## config.mk

```make
export PLATFORM = sky130hd
export DESIGN_NAME = fieldbus_terminal_bus_diagnostics
export DESIGN_NICKNAME = d
export VERILOG_FILES = /design/src/rtl/diag_pkg.sv /design/src/rtl/fieldbus_terminal_bus_diagnostics.sv
export SDC_FILE = /design/constraint.sdc
export NUM_CORES = 1
export LEC_CHECK = 0
export ABC_AREA = 1
export BUFFER_PORTS_ARGS = -buffer_cell sky130_fd_sc_hd__buf_2
export CAP_MARGIN = 0
export CORE_MARGIN = 1
export CORE_UTILIZATION = 45
export DETAILED_ROUTE_END_ITERATION = 10
export PLACE_DENSITY_LB_ADDON = 0.2
export SYNTH_ARGS = -nofsm -noshare
export SYNTH_HDL_FRONTEND = slang
export SYNTH_SLANG_ARGS = --single-unit
```

## constraint.sdc

```tcl
create_clock -name core_clk_in -period 2.7 [get_ports core_clk_in]
set_input_delay 0.675 -clock core_clk_in [delete_from_list [all_inputs] [get_ports core_clk_in]]
set_output_delay 0.675 -clock core_clk_in [all_outputs]
set_load 0.005 [all_outputs]
```

## src/rtl/diag_pkg.sv

```systemverilog
// Purpose: Shared constants and types for the fieldbus and terminal-bus diagnostics.
// Assumes: 250 MHz core clock.
// Notes:   Index values are those of the remote read service.
`default_nettype none
package diag_pkg;

  // ****************************************
  // Fieldbus state codes
  // ****************************************
  localparam logic [7:0] FB_OK        = 8'h00;
  localparam logic [7:0] FB_WAIT_CFG  = 8'h81;
  localparam logic [7:0] FB_WAIT_PRM  = 8'h82;
  localparam logic [7:0] FB_NO_MASTER = 8'h83;

  // ****************************************
  // Remote read index values
  // ****************************************
  localparam logic [15:0] RD_INDEX_GROUP    = 16'h0006;
  localparam logic [31:0] RD_OFS_FB_STATE   = 32'h000c_a080;
  localparam logic [31:0] RD_OFS_TB_STATE   = 32'h000c_9000;
  localparam logic [7:0]  RD_UNMAPPED       = 8'h00;

  // ****************************************
  // Terminal-bus state word fields
  // ****************************************
  localparam int TB_BIT_ERROR   = 0;
  localparam int TB_BIT_RETRIG  = 2;

  // ****************************************
  // Error codes and arguments
  // ****************************************
  localparam logic [3:0] EC_EMC       = 4'h0;
  localparam logic [3:0] EC_CONFIG    = 4'h1;
  localparam logic [3:0] EC_COMMAND   = 4'h3;
  localparam logic [3:0] EC_DATA      = 4'h4;
  localparam logic [3:0] EC_CYCLE     = 4'h7;
  localparam logic [3:0] ARG_CHKSUM   = 4'h0;
  localparam logic [3:0] ARG_OVERFLOW = 4'h1;
  localparam logic [3:0] ARG_DTYPE    = 4'h2;
  localparam logic [3:0] ARG_ZERO     = 4'h0;

  // ****************************************
  // Flash timing
  // ****************************************
  localparam int CLK_MHZ          = 250;
  localparam int FLASH_HALF_MS    = 200;
  localparam int FLASH_HALF_CYC   = FLASH_HALF_MS * 1000 * CLK_MHZ;
  localparam int PAUSE_HALVES     = 4;
  localparam int RUN_HALF_MS      = 250;
  localparam int RUN_HALF_CYC     = RUN_HALF_MS * 1000 * CLK_MHZ;

  // ****************************************
  // Types
  // ****************************************
  typedef enum logic [1:0] {
    SU_WAIT_PRM,
    SU_WAIT_CFG,
    SU_DATA_EX
  } startup_e;

  typedef enum logic [2:0] {
    FL_IDLE,
    FL_CODE,
    FL_PAUSE,
    FL_ARG,
    FL_GAP
  } flash_e;

  typedef struct packed {
    logic chksum_fail;
    logic code_overflow;
    logic unknown_dtype;
    logic cmd_fail;
    logic data_break;
    logic emc_fault;
    logic cycle_overrun;
  } tb_faults_s;

  typedef struct packed {
    logic        req;
    logic [15:0] index_group;
    logic [31:0] index_offset;
  } read_req_s;

endpackage
`default_nettype wire

```

## src/rtl/fieldbus_terminal_bus_diagnostics.sv

```systemverilog
// Purpose: Fieldbus start-up state code, terminal-bus state word and indicators.
// Assumes: Event and status inputs come from logic on core_clk_in.
// Notes:   Remote read answers one cycle after the request.
`timescale 1ns/100ps
`default_nettype none

// Operation
// - Fieldbus state code: 0 ok, 129 await config, 130 await params, 131 no master.
// - Interrupted master link forces state code 130, awaiting parameter data.
// - Start-up order: parameters, then configuration, then data exchange.
// - State code read as one byte at group 0006, offset 000C_A080.
// - Terminal-bus word: zero ok, bit 0 error, bit 2 re-trigger notice.
// - Terminal-bus word read as one byte at group 0006, offset 000C_9000.
// - RUN indicator off without updates, on or flashing while cycling.
// - ERR indicator off without error or with code 0, flashes current error code otherwise.
// - Code 1 argument: 0 checksum, 1 code overflow, 2 unknown data type.
// - Terminal-bus command failure gives code 3, argument 0.
// - Data error with break behind controller gives code 4, argument 0.
// - Code 0 means EMC trouble; reserved code 2 never emitted.
// - Cycle overrun flashes code 7 argument 0 until reset.
module fieldbus_terminal_bus_diagnostics
  import diag_pkg::*;
#(
  parameter int FLASH_HALF = FLASH_HALF_CYC,
  parameter int RUN_HALF   = RUN_HALF_CYC
) (
  // Clock and reset
  input  wire logic        core_clk_in,
  input  wire logic        reset_n_in,
  // Fieldbus link events
  input  wire logic        master_present_in,
  input  wire logic        link_lost_in,
  input  wire logic        prm_accepted_in,
  input  wire logic        cfg_accepted_in,
  // Terminal-bus status
  input  wire logic        tb_cycling_in,
  input  wire logic        tb_retrig_in,
  input  wire logic        tb_ack_in,
  input  wire tb_faults_s  tb_faults_in,
  // Remote read service
  input  wire read_req_s   rd_req_in,
  output logic             rd_valid_out,
  output logic [7:0]       rd_data_out,
  // State outputs
  output logic [7:0]       fieldbus_state_code_out,
  output logic [7:0]       tb_state_out,
  // Indicators
  output logic             tb_run_indicator_out,
  output logic             terminal_bus_error_indicator_out
);

  // ****************************************
  // Start-up state
  // ****************************************
  startup_e   su_reg, su_next;
  logic [7:0] fb_code_reg, fb_code_next;

  always_comb begin
    su_next = su_reg;
    if (link_lost_in || !master_present_in) begin
      su_next = SU_WAIT_PRM;
    end else begin
      unique case (su_reg)
        SU_WAIT_PRM: if (prm_accepted_in) su_next = SU_WAIT_CFG;
        SU_WAIT_CFG: if (cfg_accepted_in) su_next = SU_DATA_EX;
        SU_DATA_EX:  su_next = SU_DATA_EX;
        default:     su_next = SU_WAIT_PRM;
      endcase
    end
    if (!master_present_in) begin
      fb_code_next = FB_NO_MASTER;
    end else if (link_lost_in) begin
      fb_code_next = FB_WAIT_PRM;
    end else begin
      unique case (su_next)
        SU_WAIT_PRM: fb_code_next = FB_WAIT_PRM;
        SU_WAIT_CFG: fb_code_next = FB_WAIT_CFG;
        SU_DATA_EX:  fb_code_next = FB_OK;
        default:     fb_code_next = FB_WAIT_PRM;
      endcase
    end
  end

  always_ff @(posedge core_clk_in or negedge reset_n_in) begin
    if (!reset_n_in) begin
      su_reg      <= SU_WAIT_PRM;
      fb_code_reg <= FB_NO_MASTER;
    end else begin
      su_reg      <= su_next;
      fb_code_reg <= fb_code_next;
    end
  end

  // ****************************************
  // Terminal-bus state and error selection
  // ****************************************
  logic       tb_err_reg, tb_err_next;
  logic       tb_rt_reg, tb_rt_next;
  logic       overrun_reg, overrun_next;
  logic       any_err;
  logic [3:0] code_sel;
  logic [3:0] arg_sel;

  always_comb begin
    overrun_next = overrun_reg | tb_faults_in.cycle_overrun;
    tb_rt_next   = tb_retrig_in | (tb_rt_reg & ~tb_ack_in);
    code_sel     = EC_EMC;
    arg_sel      = ARG_ZERO;
    any_err      = 1'b1;
    if (overrun_next) begin
      code_sel = EC_CYCLE;
    end else if (tb_faults_in.chksum_fail) begin
      code_sel = EC_CONFIG;
      arg_sel  = ARG_CHKSUM;
    end else if (tb_faults_in.code_overflow) begin
      code_sel = EC_CONFIG;
      arg_sel  = ARG_OVERFLOW;
    end else if (tb_faults_in.unknown_dtype) begin
      code_sel = EC_CONFIG;
      arg_sel  = ARG_DTYPE;
    end else if (tb_faults_in.cmd_fail) begin
      code_sel = EC_COMMAND;
    end else if (tb_faults_in.data_break) begin
      code_sel = EC_DATA;
    end else if (tb_faults_in.emc_fault) begin
      code_sel = EC_EMC;
    end else begin
      any_err = 1'b0;
    end
    tb_err_next = any_err;
  end

  always_ff @(posedge core_clk_in or negedge reset_n_in) begin
    if (!reset_n_in) begin
      tb_err_reg  <= 1'b0;
      tb_rt_reg   <= 1'b0;
      overrun_reg <= 1'b0;
    end else begin
      tb_err_reg  <= tb_err_next;
      tb_rt_reg   <= tb_rt_next;
      overrun_reg <= overrun_next;
    end
  end

  logic [7:0] tb_word;
  always_comb begin
    tb_word               = 8'h00;
    tb_word[TB_BIT_ERROR]  = tb_err_reg;
    tb_word[TB_BIT_RETRIG] = tb_rt_reg;
  end

  // ****************************************
  // Remote read service
  // ****************************************
  logic       rd_valid_reg, rd_valid_next;
  logic [7:0] rd_data_reg, rd_data_next;

  always_comb begin
    rd_valid_next = rd_req_in.req;
    rd_data_next  = rd_data_reg;
    if (rd_req_in.req) begin
      rd_data_next = RD_UNMAPPED;
      if (rd_req_in.index_group == RD_INDEX_GROUP) begin
        if (rd_req_in.index_offset == RD_OFS_FB_STATE) begin
          rd_data_next = fb_code_reg;
        end else if (rd_req_in.index_offset == RD_OFS_TB_STATE) begin
          rd_data_next = tb_word;
        end
      end
    end
  end

  always_ff @(posedge core_clk_in or negedge reset_n_in) begin
    if (!reset_n_in) begin
      rd_valid_reg <= 1'b0;
      rd_data_reg  <= 8'h00;
    end else begin
      rd_valid_reg <= rd_valid_next;
      rd_data_reg  <= rd_data_next;
    end
  end

  // ****************************************
  // RUN indicator
  // ****************************************
  logic [31:0] run_cnt_reg, run_cnt_next;
  logic        run_reg, run_next;

  always_comb begin
    run_cnt_next = run_cnt_reg;
    run_next     = 1'b0;
    if (tb_cycling_in) begin
      if (tb_err_reg) begin
        run_next = run_reg;
        if (run_cnt_reg >= 32'(RUN_HALF - 1)) begin
          run_cnt_next = 32'h0;
          run_next     = ~run_reg;
        end else begin
          run_cnt_next = run_cnt_reg + 32'h1;
        end
      end else begin
        run_next     = 1'b1;
        run_cnt_next = 32'h0;
      end
    end else begin
      run_cnt_next = 32'h0;
    end
  end

  always_ff @(posedge core_clk_in or negedge reset_n_in) begin
    if (!reset_n_in) begin
      run_cnt_reg <= 32'h0;
      run_reg     <= 1'b0;
    end else begin
      run_cnt_reg <= run_cnt_next;
      run_reg     <= run_next;
    end
  end

  // ****************************************
  // ERR flash sequencer
  // ****************************************
  flash_e      fl_reg, fl_next;
  logic [31:0] tick_cnt_reg, tick_cnt_next;
  logic [4:0]  half_reg, half_next;
  logic [3:0]  code_reg, code_next;
  logic [3:0]  arg_reg, arg_next;
  logic        err_led_reg, err_led_next;
  logic        tick;
  logic [4:0]  burst_len;

  assign tick = (tick_cnt_reg >= 32'(FLASH_HALF - 1));

  always_comb begin
    fl_next       = fl_reg;
    half_next     = half_reg;
    code_next     = code_reg;
    arg_next      = arg_reg;
    err_led_next  = err_led_reg;
    tick_cnt_next = tick ? 32'h0 : tick_cnt_reg + 32'h1;
    burst_len     = (fl_reg == FL_CODE) ? {code_reg, 1'b0} : {arg_reg, 1'b0};
    if (!tb_err_reg) begin
      fl_next       = FL_IDLE;
      err_led_next  = 1'b0;
      tick_cnt_next = 32'h0;
      half_next     = 5'h0;
    end else if (fl_reg == FL_IDLE) begin
      fl_next      = FL_GAP;
      code_next    = code_sel;
      arg_next     = arg_sel;
      half_next    = 5'h0;
      err_led_next = 1'b0;
    end else if (tick) begin
      unique case (fl_reg)
        FL_CODE, FL_ARG: begin
          if (half_reg + 5'h1 >= burst_len) begin
            half_next    = 5'h0;
            err_led_next = 1'b0;
            fl_next      = (fl_reg == FL_CODE) ? FL_PAUSE : FL_GAP;
          end else begin
            half_next    = half_reg + 5'h1;
            err_led_next = ~err_led_reg;
          end
        end
        FL_PAUSE, FL_GAP: begin
          if (half_reg + 5'h1 >= 5'(PAUSE_HALVES)) begin
            half_next = 5'h0;
            if (fl_reg == FL_GAP) begin
              code_next = code_sel;
              arg_next  = arg_sel;
            end
            fl_next      = (fl_reg == FL_GAP) ? FL_CODE : FL_ARG;
            err_led_next = 1'b1;
            if (((fl_reg == FL_GAP) ? code_sel : arg_reg) == 4'h0) begin
              fl_next      = (fl_reg == FL_GAP) ? FL_PAUSE : FL_GAP;
              err_led_next = 1'b0;
            end
          end else begin
            half_next = half_reg + 5'h1;
          end
        end
        default: fl_next = FL_IDLE;
      endcase
    end
  end

  always_ff @(posedge core_clk_in or negedge reset_n_in) begin
    if (!reset_n_in) begin
      fl_reg       <= FL_IDLE;
      tick_cnt_reg <= 32'h0;
      half_reg     <= 5'h0;
      code_reg     <= 4'h0;
      arg_reg      <= 4'h0;
      err_led_reg  <= 1'b0;
    end else begin
      fl_reg       <= fl_next;
      tick_cnt_reg <= tick_cnt_next;
      half_reg     <= half_next;
      code_reg     <= code_next;
      arg_reg      <= arg_next;
      err_led_reg  <= err_led_next;
    end
  end

  // ****************************************
  // Outputs
  // ****************************************
  logic [7:0] tb_out_reg;
  always_ff @(posedge core_clk_in or negedge reset_n_in) begin
    if (!reset_n_in) begin
      tb_out_reg <= 8'h00;
    end else begin
      tb_out_reg <= tb_word;
    end
  end

  assign rd_valid_out                     = rd_valid_reg;
  assign rd_data_out                      = rd_data_reg;
  assign fieldbus_state_code_out          = fb_code_reg;
  assign tb_state_out                     = tb_out_reg;
  assign tb_run_indicator_out             = run_reg;
  assign terminal_bus_error_indicator_out = err_led_reg;

endmodule
`default_nettype wire

```

==> metrics.md <==
| Metric | Value |
|---|---|
| Largest net degree at the start of global routing | 47 |
| CTS Hold Bufs | 0 |
| Leakage power total | 2.85 nW |
| Routed via count | 4,444 |
| RSZ-0062 raised after global routing | false |
| Global-route track usage on met2 | 35.3% |
| Ports | 92 |
| Final worst setup slack | 0.365 ns |
| Setup_tns | 0 ns |
| Multi-input logic area | 0.00253 mm2 |
| Slew headroom | 61.1% |
| Worst-path clk slew | 0.06 ns |
| Worst-margin pin slew | 0.584 ns |
| Die width | 110 um |
| DP HPWL | 8030 um |
| Synthesized cell area | 0.00524 mm2 |
| Vias in the first global route | 4,361 |
| Initial Utilization | 46.1% |
| # diodes | 0 |
| Endpoints failing setup | 0 |
| Register area | 0.00236 mm2 |
| Post-CTS resize count | 0 |
| 1st-iter DRT viols | 167 |
| Layout Utilization | 53.5% |
| Post-Syn Area per Cell | 7.74 um2 |
| Clock root cell | clkbuf_16 |
| Grt total ovfl | 0 |
| Crit Path Class | register to register |
| Die height | 110 um |
| CP max FO | 6 |
| Switch share | 30.3% |
| PwrDens | 580 mW/mm2 |
| Total clock buffers created by CTS | 9 |
| Delay-heaviest family, CP | simple AND/OR/NAND/NOR gates |
| Share of layout cells above drive strength 1 | 18.6% |
| Area after DPL | 0.00579 mm2 |
| Achievable frequency | 428 MHz |
| Post CTS Setup Buffer Count | 0 |
| Grt met3 use | 4.92% |
| Buffers plus inverters on the worst setup path | 4 |
| Grt peak-use layer | met2 |
| Clk sink count | 94 |
| Die Area | 0.0121 mm2 |
| Fin crit period | 2.34 ns |
| Psw | 0.00107 W |
| Hold crit path type | input port to asynchronous set/reset pin |
| Place WS | 0.314 ns |
| First-pass GRT wire length | 18,700 um |
| Per-cell routed wire length | 11.4 um |
| WP data required | 2.98 ns |
| Port Buffers | 76 |
| Max H-tree Level | 3 |
| DR pass1 iterations | 4 |
| Yosys warns | 0 |
| Combinational power share | 20.2% |
| Commonest non-fill, non-tap cell in the layout | nand2_1 |
| Async SR Flop Fraction | 100% |
| Worst path slowest cell | dfrtp_1 |
| Worst-Skew Late Latency | 0.34 ns |
| CP arrival | 2.61 ns |
| P&R area growth vs syn | 16.0% |
| Fill cells | 1,068 |
| Final Hold Vio Count | 0 |
| Register area share after synthesis | 45.0% |
| Met1 Track Usage GR | 23.5% |
| Post-synth EDFFs | 0 |
| Max clock buf depth | 2 |
| Clock share of power | 35.7% |
| Commonest non-fill, non-tap cells in the layout | nand2_1, nor2_1, dfrtp_1, inv_1, buf_2 |
| Slowest stage delay, CP | 0.48 ns |
| Vias/cell | 4.81 |
| Worst Setup Start Kind | register |
| Overall Power | 0.00353 W |
| Nets@finish | 848 |
| Core Area | 0.0114 mm2 |
| Gr usage total | 19.9% |
| Std-Cell Rows | 39 |
| Critical path cell sequence | inv_1 -> nor2_1 -> inv_1 -> nor2_1 -> inv_1 -> nand2_1 -> nand2_1 -> ha_1 -> nand2_1 -> a21boi_0 -> o21ai_1 -> nand3_1 -> nand2_1 -> inv_1 -> nand2_1 -> nand2_1 -> nand2_1 |
| GP Congestion | 0.874 |
| Max Slew Vio Count | 0 |
| Fin area | 0.00608 mm2 |
| Most frequent CP cell | nand2_1 |
| Period utilization | 86.5% |
| Main synth FF type | dfrtp_1 |
| Yosys reg bits | 94 |
| Post-route antenna net violation count | 0 |
| Reg power frac | 44.1% |
| Initial antenna violation count | 0 |
| Synth Instances | 677 |
| Residual DRC | 0 |
| Worst clock skew | 0.00448 ns |
| Internal | 0.00246 W |
| Synth cell types | 41 |
| CTS tree | done |
| Result of the run | complete, no violations |
| VDD IR max | 390 uV |
| Routed WL | 10,600 um |
| Critical path capture point type | register |
| Max-capacitance violation count | 0 |
-- worst paths after layout --
check / slack, ns / from / cells after the start / endpoint
setup / recovery: 0.36 / fl_reg[0] / 17 / fl_reg[0]
hold / removal: 0.34 / reset_n_in / 1 / tick_cnt_reg[3]
setup reg to reg: 0.36 / fl_reg[0] / 17 / fl_reg[0]
hold reg to reg: 0.37 / tb_rt_reg / 0 / tb_state_out[2]
max in group asynchronous: 1.72 / reset_n_in / 2 / code_reg[2]
min in group core_clk_in: 0.37 / tb_rt_reg / 0 / tb_state_out[2]
-- power by group through the flow --
stage / Clock [W] / Combinational (W) / Sequential [W]
2_1_floorplan: 0 / 0.000516 / 0.00157
3_3_place_gp: 0 / 0.000683 / 0.00158
3_5_place_dp: 0 / 0.000710 / 0.00158
4_1_cts: 0.00129 / 0.000710 / 0.00156
5_1_grt: 0.00135 / 0.000819 / 0.00157
6_report: 0.00126 / 0.000713 / 0.00156
-- layer usage --
layer	wire, um	share of wire (%)
met3	330	3.1
met5	0	0
met1	4710	45
met2	5370	51
met4	157	1.5
-- synth_stat cells (all sizes together), types with 2 or more instances --
| master | n | share of area [%] |
|---|---|---|
| nand2 | 167 | 13 |
| nor2 | 144 | 11 |
| dfrtp | 91 | 43 |
| inv | 80 | 5.7 |
| nand3 | 49 | 5.4 |
| nor3 | 21 | 2.8 |
| buf | 18 | 2.8 |
| o21ai | 18 | 1.7 |
| nand4 | 15 | 1.8 |
| xor2 | 14 | 2.3 |
| a21oi | 12 | 1.2 |
| ha | 8 | 1.9 |
| or2 | 6 | 0.72 |
| xnor2 | 5 | 0.84 |
| a31oi | 4 | 0.48 |
| nand3b | 4 | 0.57 |
| nor3b | 4 | 0.67 |
| dfstp | 3 | 1.5 |
| nor4 | 3 | 0.36 |
| a21boi | 2 | 0.29 |
| and2 | 2 | 0.24 |
| o21bai | 2 | 0.29 |
-- area by class of cell --
| type | instances | share of cell area, % |
|---|---|---|
| Multi-Input combinational cell | 511 | 41.7 |
| Sequential cell | 94 | 38.7 |
| Clock inverter | 5 | 0.988 |
| Tap cell | 143 | 2.94 |
| Clock buffer | 11 | 3.83 |
| Timing Repair Buffer | 79 | 6.87 |
| Inverter | 80 | 4.94 |
-- cells by family after synthesis --
kind of cell | count (synthesis) | synth area share [%]
and+or+nand+nor | 415 | 36.7
buffers and inverters | 98 | 8.52
DFF | 94 | 45.0
AOI/OAI and AO/OA | 41 | 4.42
xor gates and xnor gates | 19 | 3.18
adders and majority gates | 8 | 1.91
other | 1 | 0.0716
muxes | 1 | 0.191
-- metrics by stage --
step	instances	hold WS, ns
2_1_floorplan	703	0.354
3_3_place_gp	907	0.358
3_5_place_dp	907	0.359
4_1_cts	923	0.358
5_1_grt	923	0.381
6_report	923	0.340
Power figures use the tool's default switching activity.
